===== src/udar_map.svh =====
// Constants for the undefined decode, abort restore block
`ifndef UDAR_MAP_SVH
`define UDAR_MAP_SVH
`define UDAR_UNDEF_OP_VAL 3'h3
`define UDAR_PC_STORE_OFS 32'h0000000C
`define UDAR_SYSCP_NUM 4'hF
`define UDAR_NARROW_INS_BYTES 32'h00000002
`define UDAR_WIDE_INS_BYTES 32'h00000004
`define UDAR_NREGS 16
`endif


===== src/udar_pkg.sv =====
// Types for the undefined decode, abort restore block
package udar_pkg;
  typedef enum logic [1:0] {
    UDAR_ST_FETCH = 2'b00,
    UDAR_ST_EXEC = 2'b01,
    UDAR_ST_MEM = 2'b10,
    UDAR_ST_WB = 2'b11
  } udar_stage_e;
  typedef struct packed {
    logic valid;
    logic undef;
    logic store_pc;
    logic wb_base;
    logic [3:0] base_reg;
    logic [31:0] addr;
  } udar_dec_s;
  typedef struct packed {
    logic valid;
    logic [3:0] reg_idx;
    logic [31:0] value;
  } udar_save_s;
endpackage


===== src/udar_base_mem.sv =====
// Snapshot memory holding base register values per register index
module udar_base_mem #(
  parameter int NREGS = 16
) (
  input wire logic ref_clk,
  input wire logic wr_en,
  input wire logic [3:0] wr_idx,
  input wire logic [31:0] wr_data,
  input wire logic [3:0] rd_idx,
  output logic [31:0] rd_data
);
  logic [31:0] mem_q [NREGS];
  logic [31:0] rd_q;
  always_ff @(posedge ref_clk) begin
    if (wr_en) begin
      mem_q[wr_idx] <= wr_data;
    end
    rd_q <= mem_q[rd_idx];
  end
  assign rd_data = rd_q;
endmodule


===== src/udar_decode.sv =====
// Decode stage: undefined detection, abort base restore, stored pc value
`include "udar_map.svh"
// Summary of operation
// - Bits 27:25 011 with bit4 undefined
// - Unassigned extension space encodings are undefined
// - Data abort restores base register old value
// - Stored pc equals instruction address plus 12
// - Five stages: fetch decode execute memory writeback
// - Decode 32 or 16 bit per state
// - System coprocessor misuse raises undefined trap
module udar_decode (
  input wire logic ref_clk,
  input wire logic srst,
  input wire logic fetch_valid,
  input wire logic [31:0] fetch_instr,
  input wire logic [31:0] fetch_addr,
  input wire logic narrow_state,
  input wire logic priv_mode,
  input wire logic [31:0] base_value,
  input wire logic data_abort,
  input wire logic flush,
  output logic undef_exc,
  output logic [31:0] store_pc_value,
  output logic store_pc_valid,
  output logic restore_valid,
  output logic [3:0] restore_reg,
  output logic [31:0] restore_value,
  output logic wb_base_en
);
  ////////////////////////////////////////////////////////////////////////
  function automatic logic wide_undef(input logic [31:0] ins, input logic priv);
    logic u;
    u = 1'b0;
    if (ins[27:25] == `UDAR_UNDEF_OP_VAL && ins[4]) begin
      u = 1'b1;
    end
    // Arithmetic extension: only multiplies and long multiplies assigned
    if (ins[27:24] == 4'h0 && ins[7:4] == 4'h9 && ins[23:22] != 2'b00 && ins[23] == 1'b0) begin
      u = 1'b1;
    end
    // Control extension: misc ops with bits 7:4 not 0 or 9, except bits 22:21 01 with bits 7:4 1
    if (ins[27:23] == 5'b00010 && ins[20] == 1'b0 && ins[7:4] != 4'h0 && ins[7:4] != 4'h9
        && !(ins[22:21] == 2'b01 && ins[7:4] == 4'h1)) begin
      u = 1'b1;
    end
    // Load/store extension: store forms (bit20 clear) with bit6 of the halfword bits set
    if (ins[27:25] == 3'h0 && ins[7] && ins[4] && ins[6:5] != 2'b00 && !ins[20] && ins[6]) begin
      u = 1'b1;
    end
    // Coprocessor extension: double-register space
    if (ins[27:23] == 5'b11000 && ins[21] == 1'b0) begin
      u = 1'b1;
    end
    if (ins[11:8] == `UDAR_SYSCP_NUM && ins[27:26] == 2'b11) begin
      if (ins[25:24] != 2'b10 || !ins[4] || !priv) begin
        u = 1'b1;
      end
    end
    return u;
  endfunction
  function automatic logic narrow_undef(input logic [15:0] ins);
    return ins[15:12] == 4'hD && ins[11:8] == 4'hE;
  endfunction
  ////////////////////////////////////////////////////////////////////////
  udar_pkg::udar_dec_s dec_q, dec_d, ex_q, ex_d, mem_q, mem_d;
  logic undef_q, undef_d, spv_q, spv_d, rv_q, rv_d, wb_q, wb_d, rd_pend_q, rd_pend_d;
  logic [31:0] spval_q, spval_d;
  logic [3:0] rreg_q, rreg_d;
  logic [31:0] snap_rd;
  logic is_store_pc, is_wb;
  logic [3:0] breg;
  logic [31:0] rval_q, rval_d;
  always_comb begin
    is_store_pc = 1'b0;
    is_wb = 1'b0;
    breg = fetch_instr[19:16];
    if (!narrow_state) begin
      if (fetch_instr[27:26] == 2'b01 && !fetch_instr[20] && fetch_instr[15:12] == 4'hF) begin
        is_store_pc = 1'b1;
      end
      if (fetch_instr[27:25] == 3'h4 && !fetch_instr[20] && fetch_instr[15]) begin
        is_store_pc = 1'b1;
      end
      is_wb = fetch_instr[27:26] == 2'b01 ? (fetch_instr[21] || !fetch_instr[24])
            : (fetch_instr[27:25] == 3'h4 && fetch_instr[21]);
    end else begin
      breg = {1'b0, fetch_instr[10:8]};
      is_wb = fetch_instr[15:12] == 4'hC;
    end
  end
  // Pipeline advance, one stage per cycle
  always_comb begin
    dec_d = '0;
    dec_d.valid = fetch_valid && !flush;
    dec_d.undef = narrow_state ? narrow_undef(fetch_instr[15:0])
                               : wide_undef(fetch_instr, priv_mode);
    dec_d.store_pc = is_store_pc;
    dec_d.wb_base = is_wb;
    dec_d.base_reg = breg;
    dec_d.addr = fetch_addr;
    ex_d = flush ? '0 : dec_q;
    mem_d = flush ? '0 : ex_q;
    // Exception only when instruction reaches execute, so speculative fetch is harmless
    undef_d = ex_d.valid && ex_d.undef;
    spv_d = ex_d.valid && ex_d.store_pc && !ex_d.undef;
    spval_d = ex_d.addr + `UDAR_PC_STORE_OFS;
    rd_pend_d = data_abort && mem_q.valid && mem_q.wb_base;
    rv_d = rd_pend_q;
    rreg_d = rd_pend_q ? rreg_q : mem_q.base_reg;
    // Writeback suppressed when the memory stage aborts
    wb_d = mem_q.valid && mem_q.wb_base && !data_abort;
    rval_d = rd_pend_q ? snap_rd : rval_q;
  end
  always_ff @(posedge ref_clk) begin
    if (srst) begin
      dec_q <= '0;
      ex_q <= '0;
      mem_q <= '0;
      undef_q <= 1'b0;
      spv_q <= 1'b0;
      spval_q <= '0;
      rd_pend_q <= 1'b0;
      rv_q <= 1'b0;
      rreg_q <= '0;
      wb_q <= 1'b0;
    end else begin
      dec_q <= dec_d;
      ex_q <= ex_d;
      mem_q <= mem_d;
      undef_q <= undef_d;
      spv_q <= spv_d;
      spval_q <= spval_d;
      rd_pend_q <= rd_pend_d;
      rv_q <= rv_d;
      rreg_q <= rreg_d;
      wb_q <= wb_d;
    end
  end
  // Snapshot of base taken at decode, read back one cycle after abort
  udar_base_mem #(.NREGS(`UDAR_NREGS)) u_mem (
    .ref_clk(ref_clk),
    .wr_en(dec_d.valid && is_wb),
    .wr_idx(breg),
    .wr_data(base_value),
    .rd_idx(mem_q.base_reg),
    .rd_data(snap_rd)
  );
  always_ff @(posedge ref_clk) begin
    if (srst) begin
      rval_q <= '0;
    end else begin
      rval_q <= rval_d;
    end
  end
  assign undef_exc = undef_q;
  assign store_pc_valid = spv_q;
  assign store_pc_value = spval_q;
  assign restore_valid = rv_q;
  assign restore_reg = rreg_q;
  assign restore_value = rval_q;
  assign wb_base_en = wb_q;
endmodule


===== config.mk =====
export PLATFORM = sky130hd
export DESIGN_NAME = udar_decode
export DESIGN_NICKNAME = d
export VERILOG_FILES = /design/src/udar_pkg.sv /design/src/udar_base_mem.sv /design/src/udar_decode.sv
export VERILOG_INCLUDE_DIRS = /design/src
export SDC_FILE = /design/constraint.sdc
export NUM_CORES = 1
export LEC_CHECK = 0
export BUFFER_PORTS_ARGS = -buffer_cell sky130_fd_sc_hd__buf_2
export CELL_PAD_IN_SITES_DETAIL_PLACEMENT = 0
export CELL_PAD_IN_SITES_GLOBAL_PLACEMENT = 1
export CORE_UTILIZATION = 52
export CTS_CLUSTER_SIZE = 24
export DETAILED_ROUTE_END_ITERATION = 16
export PLACE_DENSITY_LB_ADDON = 0.05
export SLEW_MARGIN = 10
export SYNTH_ARGS = -nofsm -noshare
export SYNTH_HDL_FRONTEND = slang
export SYNTH_SLANG_ARGS = --single-unit

===== constraint.sdc =====
create_clock -name ref_clk -period 6.8 [get_ports ref_clk]
set_input_delay 1.36 -clock ref_clk [delete_from_list [all_inputs] [get_ports ref_clk]]
set_output_delay 1.36 -clock ref_clk [all_outputs]
set_load 0.02 [all_outputs]

==> Yosys cells after proc, flatten, opt, wreduce, memory -nomap -nowiden <==
Memories as Yosys holds them, arrays and structs flattened. A register that Yosys moved wholly into a read port is not among the register bits.
Cells that the tools add are included.
{ "word_totals": {"reg_bits": 125, "mem_bits_rw": 512, "in_bits": 103, "out_inout_bits": 72, "elab_cells": 106, "mem_count": 1} }
{ "memory_table": {"columns": ["name", "words", "word_bits", "rd", "rd_clocked_by_memory_dff", "wr", "line", "text"], "rows": [
  ["u_mem.mem_q", 16, 32, 1, 1, 1, "udar_base_mem.sv:12", "logic [31:0] mem_q [NREGS];"]
]} }
{ "op_classes": {"addsub": 1, "n_eq_ne": 16, "mux": 16, "bitwise_logic": 3, "reduce_logical": 49} }
{ "op_table": {"columns": ["op", "n"], "rows": [
  ["two-way mux 40 bit", 1],
  ["adder 32 x 4 -> 32 bit (second input constant)", 1],
  ["logical AND 1 bit", 31],
  ["== test 4 bit (second input constant)", 6],
  ["two-way mux 1 bit", 14],
  ["zero test 1 bit", 8],
  ["== test 5 x 2 -> 1 bit (second input constant)", 1],
  ["== test 5 bit (second input constant)", 1],
  ["== test 2 x 1 -> 1 bit (second input constant)", 2],
  ["== test 4 x 1 -> 1 bit (second input constant)", 1],
  ["zero test 4 bit", 1],
  ["two-way mux 4 bit", 1],
  ["!= test 4 bit (second input constant)", 1],
  ["nonzero test 2 bit", 2],
  ["nonzero test 4 bit", 1],
  ["OR reduction 2 bit", 2],
  ["== test 3 x 2 -> 1 bit (second input constant)", 1],
  ["== test 3 bit (second input constant)", 1],
  ["zero test 3 bit", 1],
  ["logical OR 1 bit", 3],
  ["NOT 1 bit", 3],
  ["== test 2 bit (second input constant)", 1],
  ["!= test 2 bit (second input constant)", 1]
]} }

==> Depth between registers and ports, before layout <==
Gate-level depths: netlist of the first run.
{ "depth": {"word_depth": 11, "mapped_depth": 9, "mapped_depth_nobuf": 7} }

==> Modules after synthesis <==
A second synthesis of the first run with hierarchy kept.
{ "hier_totals": {"hier_cells": 1295, "area_unflattened_um2": 24491.0} }
{ "modules_own_cells": {"columns": ["module", "n_inst", "cells_per_inst", "area_per_inst_um2", "seq_area_each_um2"], "rows": [
  ["udar_base_mem", 1, 838, 19854.0, 16015.4],
  ["udar_decode", 1, 457, 4636.9, 2502.4]
]} }

==> Worst setup path after synthesis of the first run <==
No wires, ideal clock.
{ "synth_timing": {"path_type": "input -> register", "from": "input port narrow_state", "to": "memory u_mem.mem_q[5][0], enable pin", "setup_time_ns": 0.501, "t_arrival_ns": 5.255, "required_time_ns": 6.299, "path_slack_ns": 1.043, "path_stages": 4, "path_buffers": 2, "path_cell_list": "clkbuf_1 clkbuf_1 a32oi_1 nor4_1"} }
{ "synth_via": {"elab_chain_cells": 4, "elab_cells_between_ends": 5, "classes_between": "mux: 4; reduce/logical: 1"} }
{ "synth_lines": {"columns": ["item", "line", "text"], "rows": [
  ["start: declaration", "udar_decode.sv:17", "input wire logic narrow_state,"],
  ["two-way mux 1 bit", "udar_decode.sv:77", "if (!narrow_state) begin"],
  ["logical AND 1 bit", "udar_decode.sv:142", ".wr_en(dec_d.valid && is_wb),"],
  ["two-way mux 1 bit", "udar_base_mem.sv:15", "if (wr_en) begin"],
  ["two-way mux 1 bit (implied by the code)", "udar_base_mem.sv:16", "mem_q[wr_idx] <= wr_data;"],
  ["end: declaration", "udar_base_mem.sv:12", null]
]} }
Several ways; a longest one is shown, not always the timed one.

==> Worst setup path after layout of the first run <==
{ "layout_timing": {"from": "input port fetch_instr[26]", "to": "memory u_mem.mem_q[2][19], enable pin"} }
{ "layout_via": {"elab_chain_cells": 7, "elab_cells_between_ends": 8, "classes_between": "eq/ne: 2; mux: 4; reduce/logical: 2"} }
{ "layout_lines": {"columns": ["item", "line", "text"], "rows": [
  ["start: declaration", "udar_decode.sv:15", "input wire logic [31:0] fetch_instr,"],
  ["== test 3 bit", "udar_decode.sv:85", ": (fetch_instr[27:25] == 3'h4 && fetch_instr[21]);"],
  ["logical AND 1 bit", "udar_decode.sv:85", null],
  ["two-way mux 1 bit (*)", "udar_decode.sv:84", "is_wb = fetch_instr[27:26] == 2'b01 ? (fetch_instr[21] || !fetch_instr[24])"],
  ["two-way mux 1 bit (*)", "udar_decode.sv:77", null],
  ["logical AND 1 bit (*)", "udar_decode.sv:142", null],
  ["two-way mux 1 bit (*)", "udar_base_mem.sv:15", null],
  ["two-way mux 1 bit (implied by the code) (*)", "udar_base_mem.sv:16", null]
]} }
Mark *: on every way between the ends. The rest lies on a longest branch, timed or not.

==> results.md, run 1 <==
* # resized after CTS at 0
* Largest regs: u_mem.mem_q (512), dec_q (40)
* Finished Core Util at about three fifths
* Top FF cell, synth: edfxtp_1
* Maximum fanout along the worst path at 23
* GP Congestion at 0.803
* Die X at 219 um
* Final wirelength at 51.5 mm
* Avg WL per Cell at around 25 um
* Pre-antenna DRT Iters at 7
* Finished Cell Area at roughly 28,000 um^2
* Distinct cell type count after synthesis at 53
* #FFs+latches synth at approximately 670
* Warnings from Yosys at 0
* TritonCTS clock tree: done
* Setup TNS at 0 ps
* Die height at ~220 um
* GRT Total Usage at 22.3%
* Via count at about 12k
* Period utilisation layout at between 50% and 60%
* WP data required at roughly 7000 ps
* Worst-path clk slew at about 60 ps
* Relative slew margins at between 10% and 20%
* # fillers at 3,377
* Post-CTS setup buffer count at 0
* Max FFs per register at 512
* Peak supply drop at roughly 220 uV
* Dpl ws at ~2500 ps
* Top reg by flops: u_mem.mem_q
* Synth top area share at between 60% and 70%
* Crit path DAT at 3860 ps
* Initial antenna violation count at 6
* Tmin final at approximately 3600 ps
* Clk sinks at 669
* RSZ-0062 raised after global routing: false
* Largest net degree at the start of global routing at 61
* Multi-input logic area at between 5000 and 6000 um^2
* Buffers added on ports at 166
* Max-slew violation count at 0
* Fmax at 275 MHz
* Post-route ant nets at 0
* FP Rows at just under 80
* Vias in the first global route at between 10k and 15k
* Post-DP HPWL at between 20 and 30 mm
* Worst hold slack at 423 ps
* Seq. cell area at between 15,000 and 20,000 um^2
* Clk_skew at 21.3 ps
* Post-synth EDFFs at between 500 and 600
* Vias per inst at about 5.7
* Root buffer cell: clkbuf_16
* Hold buffer count at CTS at 0
* Worst hold stages at 1
* R2R cell count at 3
* Syn Inst Count at approximately 1.2k
* Final worst slack at around 3200 ps
* CORE AREA at approximately 47,000 um^2
* Slew @ Worst Pin at approximately 1200 ps
* Layout cells sized above 1 at between 30% and 40%
* Final net count at ~1.5k
* Clk_lat worst skew at about 600 ps
* Final cell count without fillers at about 2.1k
* DRC at 0
* Design Power at 8.12 mW
* First-pass GRT wire length at 76.5 mm
* Initial Util at roughly 53%
* Status: completed
* Area Growth Syn to Fin at 15.4%
* Mapped Nets at around 1.3k
* Cts bufs inserted at 68
* Htree depth at 3
* Placed insts at roughly 2k
* Biggest area consumer among synthesized cells: edfxtp_1
* DRT iter0 DRCs at 896
* Max_cap viols at 0
* Die area at just under 50,000 um^2
* Crit. End Element: register
* CP startpoint kind: primary input
* Longest Clk Path Bufs at 3
* Placed cell areas at about 26,000 um^2
* Power density over the cells at about 290 nW/um^2
* WS Path Type: in2reg
* Post-synthesis sequential area ratio at about three quarters
* Leakage power at roughly 9 nW
* Congestion Overflow GR at 0
* Mapped Avg Cell Area at approximately 20 um^2
* Final setup viols at 0
* Area contributors post-synth: edfxtp_1 (63%), mux4_2 (15%), dfxtp_1 (13%)
* Worst Hold Class: reg2reg
* # IOs at about 180
* Ys async rst share at 0%
* Final hold viol count at 0
* Netlist Area Pre-Place at between 20,000 and 25,000 um^2
layout make-up:
cell class / instances / area share, %
tap: 607 / 2.68
clock buffer: 93 / 6.70
antenna: 2 / 0.0177
inverter: 7 / 0.0929
timing repair buffer: 193 / 3.66
clock inverter: 30 / 0.637
sequential: 669 / 65.5
multi-input combinational: 492 / 20.7
layout by cell type (no fill, tap or decap), drive strengths merged, types with 2 or more instances in the layout:
cell / n
a211oi: 4
a21oi: 15
a31oi: 3
a32oi: 2
a41o: 2
and2: 17
and3: 3
and4: 2
buf: 193
clkbuf: 93
clkinv: 27
dfxtp: 157
diode: 2
edfxtp: 512
inv: 9
mux2: 3
mux2i: 43
mux4: 160
nand2: 28
nand2b: 5
nand3: 8
nand4: 8
nand4b: 3
nor2: 66
nor2b: 41
nor3: 5
nor3b: 7
nor4: 8
nor4b: 3
o2111ai: 3
o211ai: 3
o21a: 2
o21ai: 5
o31ai: 5
or2: 2
or3: 11
or4: 6
xnor2: 4
xor2: 4
Yosys cell counts, types with 4 or more instances:
cell type    n
mux2i_1     43
xor2_1       4
or3_1       11
xnor2_1      4
and2_1      17
clkbuf_1    36
edfxtp_1   512
nor3b_1      7
nor2b_1     41
nand2_1     28
o31ai_1      5
buf_1        9
a21oi_1     15
nor4_1       8
inv_1        7
nor3_1       4
dfxtp_1    157
nor2_1      66
mux4_2     160
nand2b_1     5
or4_1        6
a211oi_1     4
nand3_1      8
o21ai_0      4
buf_2       15
nand4_1      7
power by group:
group | leakage, nW | internal [mW] | total, mW | switching [mW]
combinational | 2.34 | 0.0691 | 0.191 | 0.122
clock | 1.01 | 1.99 | 3.48 | 1.49
sequential | 5.90 | 4.43 | 4.45 | 0.0189
total | 9.25 | 6.49 | 8.12 | 1.63
metal layers:
layer / wire length [um] / up-vias / part of all wire (%) / track usage (%)
li1: - / 5345 / - / -
met2: 25600 / 312 / 50 / 35.7
met1: 22300 / 6281 / 43 / 31.0
met4: 942 / 8 / 1.8 / 6.32
met5: 45 / - / 0.087 / 0
met3: 2620 / 81 / 5.1 / 4.82
final timing paths:
| check | startpoint | end | slack, ps |
|---|---|---|---|
| min reg2reg | ex_q[36] | mem_q[36] | 420 |
| max reg2reg | mem_q[32] | u_mem.rd_data[27] | 3660 |
| min | ex_q[36] | mem_q[36] | 420 |
| max | fetch_instr[26] | u_mem.mem_q[2][19] | 3160 |
worst max-delay path, cell delays in order:
cell      delay (ps)
buf_2            120
nor3b_1          270
o21a_1           250
o21ai_0          440
a211oi_4         810
buf_4            590
cells by family after synthesis:
logic type | share of synthesized area, %
mux | 16.6
flops | 75.5
simple gates | 5.06
compound gates | 1.38
xor+xnor | 0.286
buf+inv | 1.13
fa+ha+maj | 0.0510
Power figures use the tool's default switching activity.
==> inputs of run 2 (changes only) <==
- clock period: 6.8 -> 3.65 ns (I/O delays scaled with it)
==> results.md, run 2 (same netlist as run 1, synthesis figures left out) <==
* Area Growth Syn to Fin at 17.5%
* Pre-antenna DRT Iters at 5 (-2)
* Initial Util at 52.7% (unchanged)
* Buffers added on ports at 166 (unchanged)
* Vias in the first global route at 12.2k (+0.52%)
* First-pass GRT wire length at 76.5 mm (about the same)
* Max FFs per register at 512 (unchanged)
* # IOs at 175 (unchanged)
* DRC at 0 (unchanged)
* Final setup viols at 0 (unchanged)
* Worst Hold Class: in2reg
* WP data required at 4090 ps (-2930 ps)
* Placed insts at 1,977 (+0.46%)
* Met2 Use GR at 35.5% (-0.23 points)
* GRT Total Usage at 22.2% (-0.13 points)
* Final wirelength at 51.5 mm (about the same)
* Avg WL per Cell at 24.5 um (-0.61%)
* Tmin final at 2190 ps
* Setup TNS at 0 ps (unchanged)
* CORE AREA at 46,600 um^2 (unchanged)
* Via count at 12.2k (+1.2%)
* Htree depth at 3 (unchanged)
* DRT iter0 DRCs at 892 (-0.45%)
* Final cell count without fillers at 2,104 (+0.53%)
* Final net count at 1,545 (+0.65%)
* Clk sinks at 669 (unchanged)
* RSZ-0062 raised after global routing: false
* Commonest non-fill, non-tap cell in the layout: edfxtp_1
* Fmax at between 400 and 500 MHz
* GR Layer Usage met1 at 31.2% (+0.22 points)
* Post-CTS setup buffer count at 0 (unchanged)
* Congestion Overflow GR at 0 (unchanged)
* Top reg by flops: u_mem.mem_q
* Design Power at 15.6 mW (+92%)
* Relative slew margins at 33.0% (+14 points)
* Hold buffer count at CTS at 0 (unchanged)
* Commonest non-fill, non-tap cells in the layout: edfxtp_1 (512), buf_2 (165), mux4_2 (160)
* Post-route ant nets at 0 (unchanged)
* FP Rows at 79 (unchanged)
* Leakage power at 9.45 nW (+2.2%)
* Longest Clk Path Bufs at 3 (unchanged)
* Max_cap viols at 0 (unchanged)
* Vias per inst at 5.78 (+0.65%)
* Status: completed
* Largest regs: u_mem.mem_q (512), dec_q (40)
* Final hold viol count at 0 (unchanged)
* Maximum fanout along the worst path at 38 (+65%)
* Die X at 219 um (unchanged)
* Max-slew violation count at 0 (unchanged)
* Crit. End Element: register
* CP startpoint kind: register
* # resized after CTS at 0 (unchanged)
* Root buffer cell: clkbuf_16
* Peak supply drop at 472 uV (+110%)
* Clk_skew at 27.9 ps (+6.57 ps)
* WS Path Type: reg2reg
* Period utilisation layout at about three fifths
* Gr busiest metal: met2
* Layout cells sized above 1 at 33.0% (+1.4 points)
* Power density over the cells at 540 nW/um^2 (+88%)
* Crit path DAT at 2630 ps (-1230 ps)
* Die area at 48,000 um^2 (unchanged)
* TritonCTS clock tree: done
* Clk_lat worst skew at 590 ps (about the same)
* Largest net degree at the start of global routing at 52 (-15%)
* Post-DP HPWL at 28.0 mm (-0.74%)
* Slew @ Worst Pin at 1000 ps (-200 ps)
* Worst-path clk slew at 60 ps (about the same)
* Initial antenna violation count at 2 (-4)
* Met3 Use GR at 4.45% (-0.37 points)
* GP Congestion at 0.781 (-2.7%)
* # fillers at 3,328 (-1.5%)
* Die height at 219 um (unchanged)
* Cts bufs inserted at 69 (+1.5%)
[run 2: cell types whose count changed in the layout (fill, tap and decap cells not counted), moves of 2 or more]
cell       previous run  this run
clkbuf_8              3        12
buf_4                28        18
clkbuf_4              2         0
buf_12                0        19
clkbuf_1             17        19
bufinv_16             1         4
nor4_4                0         4
nor4_2                4         0
clkinv_1             20         6
[run 2: final cells by class]
cell class	count	area, um^2	share of cell area (%)
Antenna cell	1	2.50	0.00868
Inverter	7	26.3	0.0912
Timing Repair Buffer	202	1340	4.65
Clock buffer	102	2010	6.98
Multi-Input combinational cell	492	5900	20.5
Tap cell	607	759	2.64
Clock inverter	24	253	0.877
Sequential cell	669	18500	64.3
[run 2: through the flow]
step                      setup WS, ps  util [%]  cell area [um^2]  hold WS, ps
final                             1460      61.9             28800          334
after global routing              1360      61.9             28800          325
after CTS                         1430      61.9             28800          297
after detailed placement           880      57.0             26600          410
after global placement             890      57.0             26600          409
after floorplan                   -749         -             24600          406
[run 2: critical path, cell delays in order, from the launching register on]
cell	delay, ps
dfxtp_4	560
buf_12	350
mux4_2	550
mux4_2	560
[run 2: per-layer routing]
metal | vias up | wire length, um
met3 | 85 | 2560
met1 | 6413 | 22900
met4 | 4 | 942
met2 | 299 | 25000
met5 | - | 25
li1 | 5368 | -
[run 2: where the power goes]
part / internal [mW] / total, mW / switching, mW
clock network: 4.12 / 6.92 / 2.79
logic: 0.137 / 0.371 / 0.234
registers: 8.25 / 8.28 / 0.0355
[run 2: final timing paths]
path	startpoint	end	slack, ps	cells past startpoint
max	mem_q[32]	u_mem.rd_data[31]	1460	3
min reg2reg	dec_q[35]	ex_q[35]	420	1
max reg2reg	mem_q[32]	u_mem.rd_data[31]	1460	3
min	data_abort	wb_base_en	330	2
